--- config.mk ---
export PLATFORM = sky130hd
export DESIGN_NAME = serial_channel_config_regs
export DESIGN_NICKNAME = d
export VERILOG_FILES = /design/src/logic/chan_cfg_pkg.sv /design/src/logic/serial_channel_config_regs.sv
export VERILOG_INCLUDE_DIRS = /design/src /design/src/logic
export SDC_FILE = /design/constraint.sdc
export NUM_CORES = 1
export LEC_CHECK = 0
export BUFFER_PORTS_ARGS = -buffer_cell sky130_fd_sc_hd__buf_2
export CAP_MARGIN = 20
export CORE_MARGIN = 3
export CORE_UTILIZATION = 40
export CTS_CLUSTER_DIAMETER = 150
export DETAILED_ROUTE_END_ITERATION = 10
export GPL_TIMING_DRIVEN = 1
export PLACE_DENSITY = 0.6
export SLEW_MARGIN = 20
export SYNTH_ARGS = -nofsm -noshare
export SYNTH_HDL_FRONTEND = slang
export SYNTH_SLANG_ARGS = --single-unit
--- constraint.sdc ---
create_clock -name REF_CLK -period 5.6 [get_ports REF_CLK]
set_input_delay 0.56 -clock REF_CLK [delete_from_list [all_inputs] [get_ports REF_CLK]]
set_output_delay 0.56 -clock REF_CLK [all_outputs]
set_load 0.005 [all_outputs]
--- src/logic/chan_cfg_consts.svh ---
// register map, field positions, reset values and timing counts
// How it works
// - software sets pending flag with a command; hardware clears it after executing
// - opcode picks stop tx, restart tx, hunt, or block-check reset (bisync only)
// - gci bit makes opcode a gci command; else channel select 00/01/10, 11 reserved
// - software sets soft reset with pending; hardware clears it in reset sequence
// - force_tx_low drives layer-one tx data low, gci mode only
// - sync style zero gives one-bit pulse before data; one gives enveloping pulse
// - diag field selects normal, echo, internal loopback, loopback control
// - strobe select bits swap which data strobe marks b1 or b2
// - route fields send b2, b1, d to channel one/two/three; detached ones dropped
// - channel two and three detach bits remove them from the mux interface
// - physical mode selects non-mux, pcm, idl or gci
// - bit mask low byte covers b1, high byte b2, bit 0 first
// - each channel owns its own config, mode, sync, event, mask, status registers
// - wired-or select makes the channel tx driver open-drain
// - ext clock select feeds the baud generator from timer pin instead of clock
// - tx and rx clock source pick baud generator or external clock pin
// - baud generator reloads an 11-bit down counter, prescaled by 1 or 4
// - tx parity odd/zero/even/one; rx parity odd or even
// - parity enable adds and checks parity in both directions
// - rx and tx enable bits switch each direction on
`ifndef CHAN_CFG_CONSTS_SVH
`define CHAN_CFG_CONSTS_SVH

// register indices; byte address is four times the index
`define CMD_IDX 12'h860
`define BMASK_IDX 12'h8B2
`define SIFMODE_IDX 12'h8B4
`define CHAN0_BASE 12'h880
`define CHAN1_BASE 12'h890
`define CHAN2_BASE 12'h8A0
`define CLKCFG_OFS 4'h2
`define CHMODE_OFS 4'h4
`define DSYNC_OFS 4'h6
`define EVT_OFS 4'h8
`define EVMASK_OFS 4'hA
`define LSTAT_OFS 4'hC

// command fields
`define CMDF_RST 7
`define CMDF_GCI 6
`define CMDF_OPC 5:4
`define CMDF_CHSEL 2:1
`define CMDF_PEND 0
`define CMD_WMASK 8'hF7

// serial interface mode fields
`define SIF_FTL 15
`define SIF_SYNC 14
`define SIF_DIAG 13:12
`define SIF_B2STB 11
`define SIF_B1STB 10
`define SIF_B2R 9:8
`define SIF_B1R 7:6
`define SIF_DR 5:4
`define SIF_DET3 3
`define SIF_DET2 2
`define SIF_PM 1:0

// channel clock config fields
`define CC_WOR 15
`define CC_XCLK 14
`define CC_RXSRC 13
`define CC_TXSRC 12
`define CC_CDIV 11:1
`define CC_PRE 0

// channel mode fields
`define CM_TXPAR 15:14
`define CM_RXPAR 13
`define CM_PAREN 12
`define CM_RXEN 3
`define CM_TXEN 2
`define CM_MODE 1:0

// reset values
`define DSYNC_RST 16'h7000
`define REG16_RST 16'h0000

// command execution time and clock rate
`define CMD_LATENCY_NS 20
`define CLK_MHZ 200

`endif

--- src/logic/chan_cfg_pkg.sv ---
// types shared by the channel configuration block
package chan_cfg_pkg;
   typedef enum logic [1:0] {
      CMD_IDLE = 2'b00,
      CMD_BUSY = 2'b01,
      CMD_EXEC = 2'b10
   } cmd_state_e;
   typedef enum logic [1:0] {
      OP_STOP_TX = 2'b00,
      OP_RESTART_TX = 2'b01,
      OP_HUNT = 2'b10,
      OP_BCHK_RESET = 2'b11
   } opcode_e;
   typedef enum logic [1:0] {
      PM_NONMUX = 2'b00,
      PM_PCM = 2'b01,
      PM_IDL = 2'b10,
      PM_GCI = 2'b11
   } phys_mode_e;
   typedef enum logic [1:0] {
      CH_HDLC = 2'b00,
      CH_ASYNC = 2'b01,
      CH_SYNC = 2'b10,
      CH_BISYNC = 2'b11
   } chan_mode_e;
endpackage

--- src/logic/serial_channel_config_regs.sv ---
// apb register bank, command engine and per-channel clock/line logic
`include "chan_cfg_consts.svh"
`timescale 1ns/1ps
`default_nettype none
module serial_channel_config_regs #(
   parameter int NCH = 3
) (
   input wire logic REF_CLK,
   input wire logic RESETN,
   input wire logic PSEL,
   input wire logic PENABLE,
   input wire logic PWRITE,
   input wire logic [13:0] PADDR,
   input wire logic [31:0] PWDATA,
   output logic [31:0] PRDATA,
   output logic PREADY,
   output logic PSLVERR,
   input wire logic TIMER_IN,
   input wire logic [NCH-1:0] EXT_CLK_IN,
   input wire logic [3*NCH-1:0] LINE_IN,
   input wire logic [8*NCH-1:0] EVENT_IN,
   input wire logic SLOT_B1,
   input wire logic SLOT_B2,
   input wire logic SLOT_D,
   input wire logic [2:0] BIT_IDX,
   input wire logic L1_DATA_IN,
   input wire logic [NCH-1:0] TX_DATA_IN,
   input wire logic [8*NCH-1:0] TX_CHAR,
   input wire logic [8*NCH-1:0] RX_CHAR,
   input wire logic [NCH-1:0] RX_PAR_IN,
   input wire logic [NCH-1:0] RX_CHAR_VALID,
   output logic L1_TXD,
   output logic DATA_STROBE_ONE,
   output logic DATA_STROBE_TWO,
   output logic [1:0] SLOT_CHAN,
   output logic SLOT_BIT_USED,
   output logic SYNC_WIDE,
   output logic [1:0] SI_DIAG,
   output logic [1:0] PHYS_MODE,
   output logic [NCH-1:0] CHAN_ATTACHED,
   output logic [NCH-1:0] TXD_O,
   output logic [NCH-1:0] TXD_OE,
   output logic [NCH-1:0] TX_CLK,
   output logic [NCH-1:0] RX_CLK,
   output logic [NCH-1:0] TX_ENABLE,
   output logic [NCH-1:0] RX_ENABLE,
   output logic [NCH-1:0] TX_PARITY,
   output logic [NCH-1:0] RX_PAR_ERR,
   output logic [NCH-1:0] TX_STOPPED,
   output logic [NCH-1:0] HUNT_PULSE,
   output logic [NCH-1:0] BCHK_RESET,
   output logic GCI_CMD_VALID,
   output logic [1:0] GCI_OPCODE
);
   localparam int CMD_CYC_RAW = (`CMD_LATENCY_NS * `CLK_MHZ + 999) / 1000;
   localparam int CMD_CYC = (CMD_CYC_RAW < 1) ? 1 : CMD_CYC_RAW;
   localparam int NPIN = 1 + NCH + 3 * NCH;

   // map an index to a channel number, 3 when outside the channel windows
   function automatic logic [1:0] chan_of(input logic [11:0] idx);
      logic [11:0] b;
      b = idx & 12'hFF0;
      if (b == `CHAN0_BASE) chan_of = 2'h0;
      else if (b == `CHAN1_BASE) chan_of = 2'h1;
      else if (b == `CHAN2_BASE) chan_of = 2'h2;
      else chan_of = 2'h3;
   endfunction

   // route field to channel number, detached channels give "none"
   function automatic logic [1:0] route_eff(input logic [1:0] r, input logic d2,
                                              input logic d3);
      route_eff = r;
      if ((r == 2'h2 && d2) || (r == 2'h3 && d3)) route_eff = 2'h0;
   endfunction

   logic pready_q;
   logic pslverr_q;
   logic [31:0] prdata_q;
   logic [31:0] rdata_d;
   logic hit_d;
   logic wr_fire;
   logic [11:0] idx;
   logic [1:0] wch;
   logic [7:0] cmd_q;
   logic [15:0] sif_q;
   logic [15:0] bmask_q;
   chan_cfg_pkg::cmd_state_e st_q;
   logic [7:0] cnt_q;
   logic soft_rst_q;
   logic [16*NCH-1:0] cc_v;
   logic [16*NCH-1:0] cm_v;
   logic [16*NCH-1:0] ds_v;
   logic [8*NCH-1:0] ev_v;
   logic [8*NCH-1:0] em_v;
   logic [NPIN-1:0] pin_raw;
   logic [NPIN-1:0] pin_f;
   logic timer_prev_q;
   logic timer_rise;

   assign idx = PADDR[13:2];
   assign wch = chan_of(idx);
   assign wr_fire = PSEL & PENABLE & PWRITE & pready_q;
   assign pin_raw = {LINE_IN, EXT_CLK_IN, TIMER_IN};
   assign timer_rise = pin_f[0] & ~timer_prev_q;

   // pin synchronisers: three stages, a change counts when stages two and three agree
   genvar p;
   generate
      for (p = 0; p < NPIN; p++) begin : g_pin
         logic [2:0] s_q;
         logic f_q;
         always_ff @(posedge REF_CLK or negedge RESETN) begin
            if (!RESETN) begin
               s_q <= 3'h0;
               f_q <= 1'b0;
            end else begin
               s_q <= {s_q[1:0], pin_raw[p]};
               if (s_q[1] == s_q[2]) f_q <= s_q[2];
            end
         end
         assign pin_f[p] = f_q;
      end
   endgenerate

   always_ff @(posedge REF_CLK or negedge RESETN) begin
      if (!RESETN) timer_prev_q <= 1'b0;
      else timer_prev_q <= pin_f[0];
   end

   // read mux; the 8-bit registers sit in the low byte
   always_comb begin
      rdata_d = 32'h0;
      hit_d = 1'b1;
      if (PADDR[1:0] != 2'h0) begin
         hit_d = 1'b0;
      end else if (idx == `CMD_IDX) begin
         rdata_d[7:0] = cmd_q;
      end else if (idx == `BMASK_IDX) begin
         rdata_d[15:0] = bmask_q;
      end else if (idx == `SIFMODE_IDX) begin
         rdata_d[15:0] = sif_q;
      end else if (wch != 2'h3 && int'(wch) < NCH) begin
         unique case (idx[3:0])
            `CLKCFG_OFS: rdata_d[15:0] = cc_v[16*wch +: 16];
            `CHMODE_OFS: rdata_d[15:0] = cm_v[16*wch +: 16];
            `DSYNC_OFS: rdata_d[15:0] = ds_v[16*wch +: 16];
            `EVT_OFS: rdata_d[7:0] = ev_v[8*wch +: 8];
            `EVMASK_OFS: rdata_d[7:0] = em_v[8*wch +: 8];
            `LSTAT_OFS: rdata_d[2:0] = pin_f[1 + NCH + 3*wch +: 3];
            default: hit_d = 1'b0;
         endcase
      end else begin
         hit_d = 1'b0;
      end
   end

   // apb answer: one wait state, ready and data both from flops
   always_ff @(posedge REF_CLK or negedge RESETN) begin
      if (!RESETN) begin
         pready_q <= 1'b0;
         pslverr_q <= 1'b0;
         prdata_q <= 32'h0;
      end else begin
         pready_q <= PSEL & PENABLE & ~pready_q;
         if (PSEL & PENABLE & ~pready_q) begin
            pslverr_q <= ~hit_d;
            prdata_q <= PWRITE ? 32'h0 : rdata_d;
         end else begin
            pslverr_q <= 1'b0;
         end
      end
   end

   // global mode and mask registers
   always_ff @(posedge REF_CLK or negedge RESETN) begin
      if (!RESETN) begin
         sif_q <= `REG16_RST;
         bmask_q <= `REG16_RST;
      end else if (wr_fire && PADDR[1:0] == 2'h0) begin
         if (idx == `SIFMODE_IDX) sif_q <= PWDATA[15:0];
         if (idx == `BMASK_IDX) bmask_q <= PWDATA[15:0];
      end
   end

   // command engine; writes are refused while a command is pending
   always_ff @(posedge REF_CLK or negedge RESETN) begin
      if (!RESETN) begin
         cmd_q <= 8'h00;
         st_q <= chan_cfg_pkg::CMD_IDLE;
         cnt_q <= 8'h00;
         soft_rst_q <= 1'b0;
         TX_STOPPED <= '0;
         HUNT_PULSE <= '0;
         BCHK_RESET <= '0;
         GCI_CMD_VALID <= 1'b0;
         GCI_OPCODE <= 2'h0;
      end else begin
         soft_rst_q <= 1'b0;
         HUNT_PULSE <= '0;
         BCHK_RESET <= '0;
         GCI_CMD_VALID <= 1'b0;
         unique case (st_q)
            chan_cfg_pkg::CMD_IDLE: begin
               if (wr_fire && PADDR[1:0] == 2'h0 && idx == `CMD_IDX && !cmd_q[`CMDF_PEND])
                  cmd_q <= PWDATA[7:0] & `CMD_WMASK;
               if (cmd_q[`CMDF_PEND]) begin
                  st_q <= chan_cfg_pkg::CMD_BUSY;
                  cnt_q <= 8'(CMD_CYC - 1);
               end
            end
            chan_cfg_pkg::CMD_BUSY: begin
               if (cnt_q == 8'h00) st_q <= chan_cfg_pkg::CMD_EXEC;
               else cnt_q <= cnt_q - 8'h01;
            end
            chan_cfg_pkg::CMD_EXEC: begin
               st_q <= chan_cfg_pkg::CMD_IDLE;
               cmd_q[`CMDF_PEND] <= 1'b0;
               if (cmd_q[`CMDF_RST]) begin
                  // soft reset outranks the opcode
                  cmd_q[`CMDF_RST] <= 1'b0;
                  soft_rst_q <= 1'b1;
                  TX_STOPPED <= '0;
               end else if (cmd_q[`CMDF_GCI]) begin
                  GCI_CMD_VALID <= 1'b1;
                  GCI_OPCODE <= cmd_q[`CMDF_OPC];
               end else if (cmd_q[`CMDF_CHSEL] != 2'h3 && int'(cmd_q[`CMDF_CHSEL]) < NCH) begin
                  unique case (chan_cfg_pkg::opcode_e'(cmd_q[`CMDF_OPC]))
                     chan_cfg_pkg::OP_STOP_TX: TX_STOPPED[cmd_q[`CMDF_CHSEL]] <= 1'b1;
                     chan_cfg_pkg::OP_RESTART_TX: TX_STOPPED[cmd_q[`CMDF_CHSEL]] <= 1'b0;
                     chan_cfg_pkg::OP_HUNT: HUNT_PULSE[cmd_q[`CMDF_CHSEL]] <= 1'b1;
                     chan_cfg_pkg::OP_BCHK_RESET: begin
                        // only meaningful for a channel in bisync mode
                        if (cm_v[16*cmd_q[`CMDF_CHSEL] +: 2] == chan_cfg_pkg::CH_BISYNC)
                           BCHK_RESET[cmd_q[`CMDF_CHSEL]] <= 1'b1;
                     end
                  endcase
               end
            end
            default: st_q <= chan_cfg_pkg::CMD_IDLE;
         endcase
      end
   end

   // multiplexed serial interface outputs
   always_ff @(posedge REF_CLK or negedge RESETN) begin
      logic [1:0] r;
      logic muxed;
      if (!RESETN) begin
         L1_TXD <= 1'b1;
         DATA_STROBE_ONE <= 1'b0;
         DATA_STROBE_TWO <= 1'b0;
         SLOT_CHAN <= 2'h0;
         SLOT_BIT_USED <= 1'b0;
         SYNC_WIDE <= 1'b0;
         SI_DIAG <= 2'h0;
         PHYS_MODE <= 2'h0;
         CHAN_ATTACHED <= '0;
      end else begin
         muxed = sif_q[`SIF_PM] == chan_cfg_pkg::PM_IDL || sif_q[`SIF_PM] == chan_cfg_pkg::PM_GCI;
         // force low only counts in gci; elsewhere the bit is ignored
         L1_TXD <= (sif_q[`SIF_PM] == chan_cfg_pkg::PM_GCI && sif_q[`SIF_FTL]) ? 1'b0
                   : L1_DATA_IN;
         SYNC_WIDE <= sif_q[`SIF_SYNC];
         SI_DIAG <= sif_q[`SIF_DIAG];
         PHYS_MODE <= sif_q[`SIF_PM];
         CHAN_ATTACHED <= '0;
         CHAN_ATTACHED[0] <= 1'b1;
         if (NCH > 1) CHAN_ATTACHED[1] <= ~sif_q[`SIF_DET2];
         if (NCH > 2) CHAN_ATTACHED[2] <= ~sif_q[`SIF_DET3];
         // strobes: b1 defaults to strobe one, b2 to strobe two
         DATA_STROBE_ONE <= muxed & ((SLOT_B1 & ~sif_q[`SIF_B1STB])
                                     | (SLOT_B2 & sif_q[`SIF_B2STB]));
         DATA_STROBE_TWO <= muxed & ((SLOT_B1 & sif_q[`SIF_B1STB])
                                     | (SLOT_B2 & ~sif_q[`SIF_B2STB]));
         if (SLOT_B1) r = sif_q[`SIF_B1R];
         else if (SLOT_B2) r = sif_q[`SIF_B2R];
         else if (SLOT_D) r = sif_q[`SIF_DR];
         else r = 2'h0;
         SLOT_CHAN <= (sif_q[`SIF_PM] == chan_cfg_pkg::PM_NONMUX) ? 2'h0
                      : route_eff(r, sif_q[`SIF_DET2], sif_q[`SIF_DET3]);
         // b-channel bit mask, low byte b1, high byte b2
         if (!muxed) SLOT_BIT_USED <= 1'b1;
         else if (SLOT_B1) SLOT_BIT_USED <= bmask_q[{1'b0, BIT_IDX}];
         else if (SLOT_B2) SLOT_BIT_USED <= bmask_q[{1'b1, BIT_IDX}];
         else SLOT_BIT_USED <= 1'b1;
      end
   end

   // one independent register set and clock path per channel
   genvar c;
   generate
      for (c = 0; c < NCH; c++) begin : g_ch
         logic [15:0] cc_q;
         logic [15:0] cm_q;
         logic [15:0] ds_q;
         logic [7:0] ev_q;
         logic [7:0] em_q;
         logic [1:0] pre_q;
         logic [10:0] div_q;
         logic brg_q;
         logic hit;
         logic src_tick;
         logic pre_tick;
         logic [7:0] w1c;
         logic ext_clk;

         assign hit = wr_fire && PADDR[1:0] == 2'h0 && wch == 2'(c);
         assign ext_clk = pin_f[1 + c];
         assign w1c = (hit && idx[3:0] == `EVT_OFS) ? PWDATA[7:0] : 8'h00;
         // timer pin rising edges or every system clock drive the prescaler
         assign src_tick = cc_q[`CC_XCLK] ? timer_rise : 1'b1;
         assign pre_tick = src_tick & (~cc_q[`CC_PRE] | (pre_q == 2'h3));

         // config registers; soft reset clears the whole mode register, mode back to hdlc
         always_ff @(posedge REF_CLK or negedge RESETN) begin
            if (!RESETN) begin
               cc_q <= `REG16_RST;
               cm_q <= `REG16_RST;
               ds_q <= `DSYNC_RST;
               em_q <= 8'h00;
            end else if (soft_rst_q) begin
               cm_q <= `REG16_RST;
            end else if (hit) begin
               if (idx[3:0] == `CLKCFG_OFS) cc_q <= PWDATA[15:0];
               if (idx[3:0] == `CHMODE_OFS) cm_q <= PWDATA[15:0];
               if (idx[3:0] == `DSYNC_OFS) ds_q <= PWDATA[15:0];
               if (idx[3:0] == `EVMASK_OFS) em_q <= PWDATA[7:0];
            end
         end

         // events are sticky; a new event beats a same-cycle clear
         always_ff @(posedge REF_CLK or negedge RESETN) begin
            if (!RESETN) ev_q <= 8'h00;
            else if (soft_rst_q) ev_q <= EVENT_IN[8*c +: 8];
            else ev_q <= (ev_q & ~w1c) | EVENT_IN[8*c +: 8];
         end

         // baud generator: down counter reloads from the divide field at zero
         always_ff @(posedge REF_CLK or negedge RESETN) begin
            if (!RESETN) begin
               pre_q <= 2'h0;
               div_q <= 11'h000;
               brg_q <= 1'b0;
            end else begin
               if (src_tick) pre_q <= cc_q[`CC_PRE] ? pre_q + 2'h1 : 2'h0;
               if (pre_tick) begin
                  if (div_q == 11'h000) begin
                     div_q <= cc_q[`CC_CDIV];
                     brg_q <= ~brg_q;
                  end else begin
                     div_q <= div_q - 11'h001;
                  end
               end
            end
         end

         // line side outputs
         always_ff @(posedge REF_CLK or negedge RESETN) begin
            if (!RESETN) begin
               TX_CLK[c] <= 1'b0;
               RX_CLK[c] <= 1'b0;
               TXD_O[c] <= 1'b1;
               TXD_OE[c] <= 1'b0;
               TX_ENABLE[c] <= 1'b0;
               RX_ENABLE[c] <= 1'b0;
               TX_PARITY[c] <= 1'b0;
               RX_PAR_ERR[c] <= 1'b0;
            end else begin
               TX_CLK[c] <= cc_q[`CC_TXSRC] ? ext_clk : brg_q;
               RX_CLK[c] <= cc_q[`CC_RXSRC] ? ext_clk : brg_q;
               TX_ENABLE[c] <= cm_q[`CM_TXEN];
               RX_ENABLE[c] <= cm_q[`CM_RXEN];
               // open drain only ever pulls low, so a one releases the pin
               if (cc_q[`CC_WOR]) begin
                  TXD_O[c] <= 1'b0;
                  TXD_OE[c] <= cm_q[`CM_TXEN] & ~TX_DATA_IN[c];
               end else begin
                  TXD_O[c] <= TX_DATA_IN[c];
                  TXD_OE[c] <= cm_q[`CM_TXEN];
               end
               if (!cm_q[`CM_PAREN]) TX_PARITY[c] <= 1'b0;
               else begin
                  unique case (cm_q[`CM_TXPAR])
                     2'h0: TX_PARITY[c] <= ~(^TX_CHAR[8*c +: 8]);
                     2'h1: TX_PARITY[c] <= 1'b0;
                     2'h2: TX_PARITY[c] <= ^TX_CHAR[8*c +: 8];
                     2'h3: TX_PARITY[c] <= 1'b1;
                  endcase
               end
               // even: total ones even; odd: total ones odd
               RX_PAR_ERR[c] <= cm_q[`CM_PAREN] & cm_q[`CM_RXEN] & RX_CHAR_VALID[c]
                  & ((^{RX_CHAR[8*c +: 8], RX_PAR_IN[c]}) == cm_q[`CM_RXPAR]);
            end
         end

         assign cc_v[16*c +: 16] = cc_q;
         assign cm_v[16*c +: 16] = cm_q;
         assign ds_v[16*c +: 16] = ds_q;
         assign ev_v[8*c +: 8] = ev_q;
         assign em_v[8*c +: 8] = em_q;
      end
   endgenerate

   assign PRDATA = prdata_q;
   assign PREADY = pready_q;
   assign PSLVERR = pslverr_q;
endmodule // serial_channel_config_regs
`default_nettype wire

==> reports/summary.txt <==
Async SR Flop Fraction = 1.00
Synth top cells by count = dfrtp_1, mux2_2, mux2i_1
Max Clock Skew = 0.0248 ns
# setup viols final = 0
Synth-to-layout area growth = 16.9%
CTS sink cnt = 405
First-pass GRT wire length = 81,500 um
Post-CTS setup buffer count = 0
Tcrit/Tclk final = 0.547
Core Rows = 78
Slew @ Worst Pin = 1.15 ns
Peak supply drop = 0.218 mV
Startpoint types = register
DRC Markers = 0
CP Data Required Time = 6.05 ns
Layout Utilization = 0.478
RSZ-0062 raised after global routing = no
Routed WL = 53,200 um
Antenna violations before repair = 6
Number of flops mapped to enable cells by yosys = 0
Diode count = 0
DR iter-0 viols = 1,040
Die Ht = 223 um
H-tree depth = 2
Root buf cell = clkbuf_16
Largest net degree at the start of global routing = 139
Max-cap check violation count = 0
GRT Total Usage = 0.211
Worst path cell trace = buf_4, clkinv_1, nand3_1, nor2_2, mux2_2
Max clock buf depth = 3
Power density cells = 326 nW/um^2
Fmax = 0.327 GHz
Worst Setup SP = soft_rst_q
Synth Register Bits = 405
Cells after Synth = 1,575
Starting Density = 0.409
IO Port Bufs = 203
Max-slew violations = 0
CTS tree = built
# IOs = 236
Synthesized area per cell = 11.9 um^2
Seq/Total Area, Yosys = 0.541
Synth cell types = 80
Crit path max-delay family = simple AND/OR/NAND/NOR gates
Filler cell count = 4,187
Relative slew slack = 0.233
Cts hold-fix bufs = 0
Hold Crit Class = in -> async
Post-DP HPWL = 36,300 um
CP max stage delay = 0.95 ns
Clock-pin slew on the worst setup and hold paths = 0.06 ns
Final ANT Viol Nets = 0
Mapped cell area = 18,800 um^2
GPL Wtd Cong = 0.838
Buf/Inv on CP = 2
Width of the die = 223 um
Most frequent cell after synthesis = dfrtp_1
Die area = 49,500 um^2
DR vias = 13,300
Final Hold Viols = 0
Yosys top cell by area = dfrtp_1
CP arrival = 3.52 ns
CTS-repair resized insts = 0
Reg-to-Reg Start = soft_rst_q
Synth warn = 0
Main flop type after synthesis = dfrtp_1
Cts bufs inserted = 46
Top cell type's share of synthesized area = 0.523
DRT Pass-1 Iters = 5
Number of global-route vias before repair = 13,500
DR WL/cell = 22.3 um
CP Class = reg -> reg
TNS Setup = 0 ns
Outcome = finished clean
Critical path's slowest cell = nor2_2
Register area = 10,200 um^2
Share of cells above drive strength 1 = 0.301
Worst-path fanout max = 50
Synth top area cells = dfrtp_1, mux2_2, mux2i_1
Lkg Pwr = 10.5 nW
Crit end category = register
Worst skew pair latency = 0.59 ns
Overflow after GRT = 0
Core ar. = 45,900 um^2
NumNets Final = 1,911
Multi-input logic area = 8080 um^2
Period minus WS final = 3.06 ns
Via density = 5.58
path summary, 6_finish.rpt:
kind | to | slack [ns] | cells past startpoint
min in group REF_CLK | g_pin[3].s_q[0] | 0.08 | 1
setup reg to reg | g_ch[2].cc_q[13] | 2.54 | 5
setup / recovery | g_ch[2].cc_q[13] | 2.54 | 5
max in group asynchronous | g_ch[0].cc_q[0] | 4.22 | 2
hold / removal | RX_PAR_ERR[0] | 0.04 | 1
hold reg to reg | g_pin[11].s_q[1] | 0.35 | 0
where the power goes:
group          internal (mW)  switching [mW]  total, mW  leakage [nW]
clock network           1.96            1.24       3.20         0.819
registers               3.10           0.144       3.24          5.25
logic                  0.302           0.410      0.713          4.43
total                   5.36            1.80       7.15          10.5
metrics by stage:
| step | power [mW] | worst slack, ns | cells | hold slack, ns | cell area, um^2 |
|---|---|---|---|---|---|
| final | 7.15 | 2.54 | 2389 | 0.0352 | 21900 |
| after global routing | 7.45 | 2.49 | 2389 | 0.0632 | 21900 |
| after CTS | 7.23 | 2.58 | 2388 | 0.0333 | 21900 |
| after detailed placement | 4.00 | 2.12 | 2302 | 0.336 | 20300 |
| after global placement | 3.97 | 2.09 | 2302 | 0.334 | 20300 |
| after floorplan | 3.72 | 2.67 | 1590 | 0.264 | 18800 |
flip-flops by register name, summed over array words and instances, names as in the netlist, 6 cells and up:
signal,flops
g_pin.s_q,39
PRDATA,16
bmask_q,16
sif_q,16
cmd_q,7
cnt_q,8
g_ch.cm_q,48
g_ch.em_q,24
g_ch.ev_q,24
g_ch.ds_q,48
g_ch.cc_q,48
g_ch.pre_q,6
g_pin.f_q,10
g_ch.div_q,33
placed cells by master, fill, tap and decap left out, types with 8 or more instances in the layout:
cell and count:
a21boi_0 9, a21oi_1 26, a221o_1 8, a22o_1 13, a22oi_1 24, a31o_2 24
a31oi_1 8, buf_2 201, buf_4 19, clkbuf_16 49, clkbuf_8 14, clkinv_2 12
conb_1 17, dfrtp_1 392, dfstp_2 13, ha_1 8, inv_1 25, maj3_1 13
mux2_2 148, mux2_4 19, mux2i_1 119, nand2_1 111, nand2b_1 16, nand3_1 29
nand4_1 10, nor2_1 107, nor2b_1 9, nor3_1 21, nor4_1 9, o21ai_0 66
o2bb2ai_1 51, or3_1 11, xnor2_1 47, xor2_1 10
worst register-to-register path, cell delays in order, from the launching register on:
cell	delay (ns)
dfrtp_1	0.36
buf_4	0.28
clkinv_1	0.55
nand3_1	0.35
nor2_2	0.96
mux2_2	0.44
logic make-up after synthesis:
| kind of cell | after synthesis | share of synthesized area |
|---|---|---|
| other cells | 2 | 0.000400 |
| flops | 405 | 0.541 |
| buf+inv | 137 | 0.0339 |
| fa+ha+maj | 21 | 0.0123 |
| compound gates | 279 | 0.108 |
| xor+xnor | 57 | 0.0266 |
| mux | 291 | 0.173 |
| simple gates | 383 | 0.104 |
cell type report:
class,instances,share of cell area
flip-flops and latches,405,0.463
multi-input cells,1048,0.369
clock buffers,68,0.0655
repair buffers,224,0.0554
well taps,600,0.0342
clock inverters,18,0.00896
inverters,26,0.00445
metal layers:
layer  track usage  routed length [um]  vias to the layer above
met1         0.291               23800                     6886
met2         0.344               25300                      360
met4        0.0546                1150                        8
li1              -                   -                     6001
met5             0                  42                        -
met3        0.0432                3000                       86
Power figures use the tool's default switching activity.
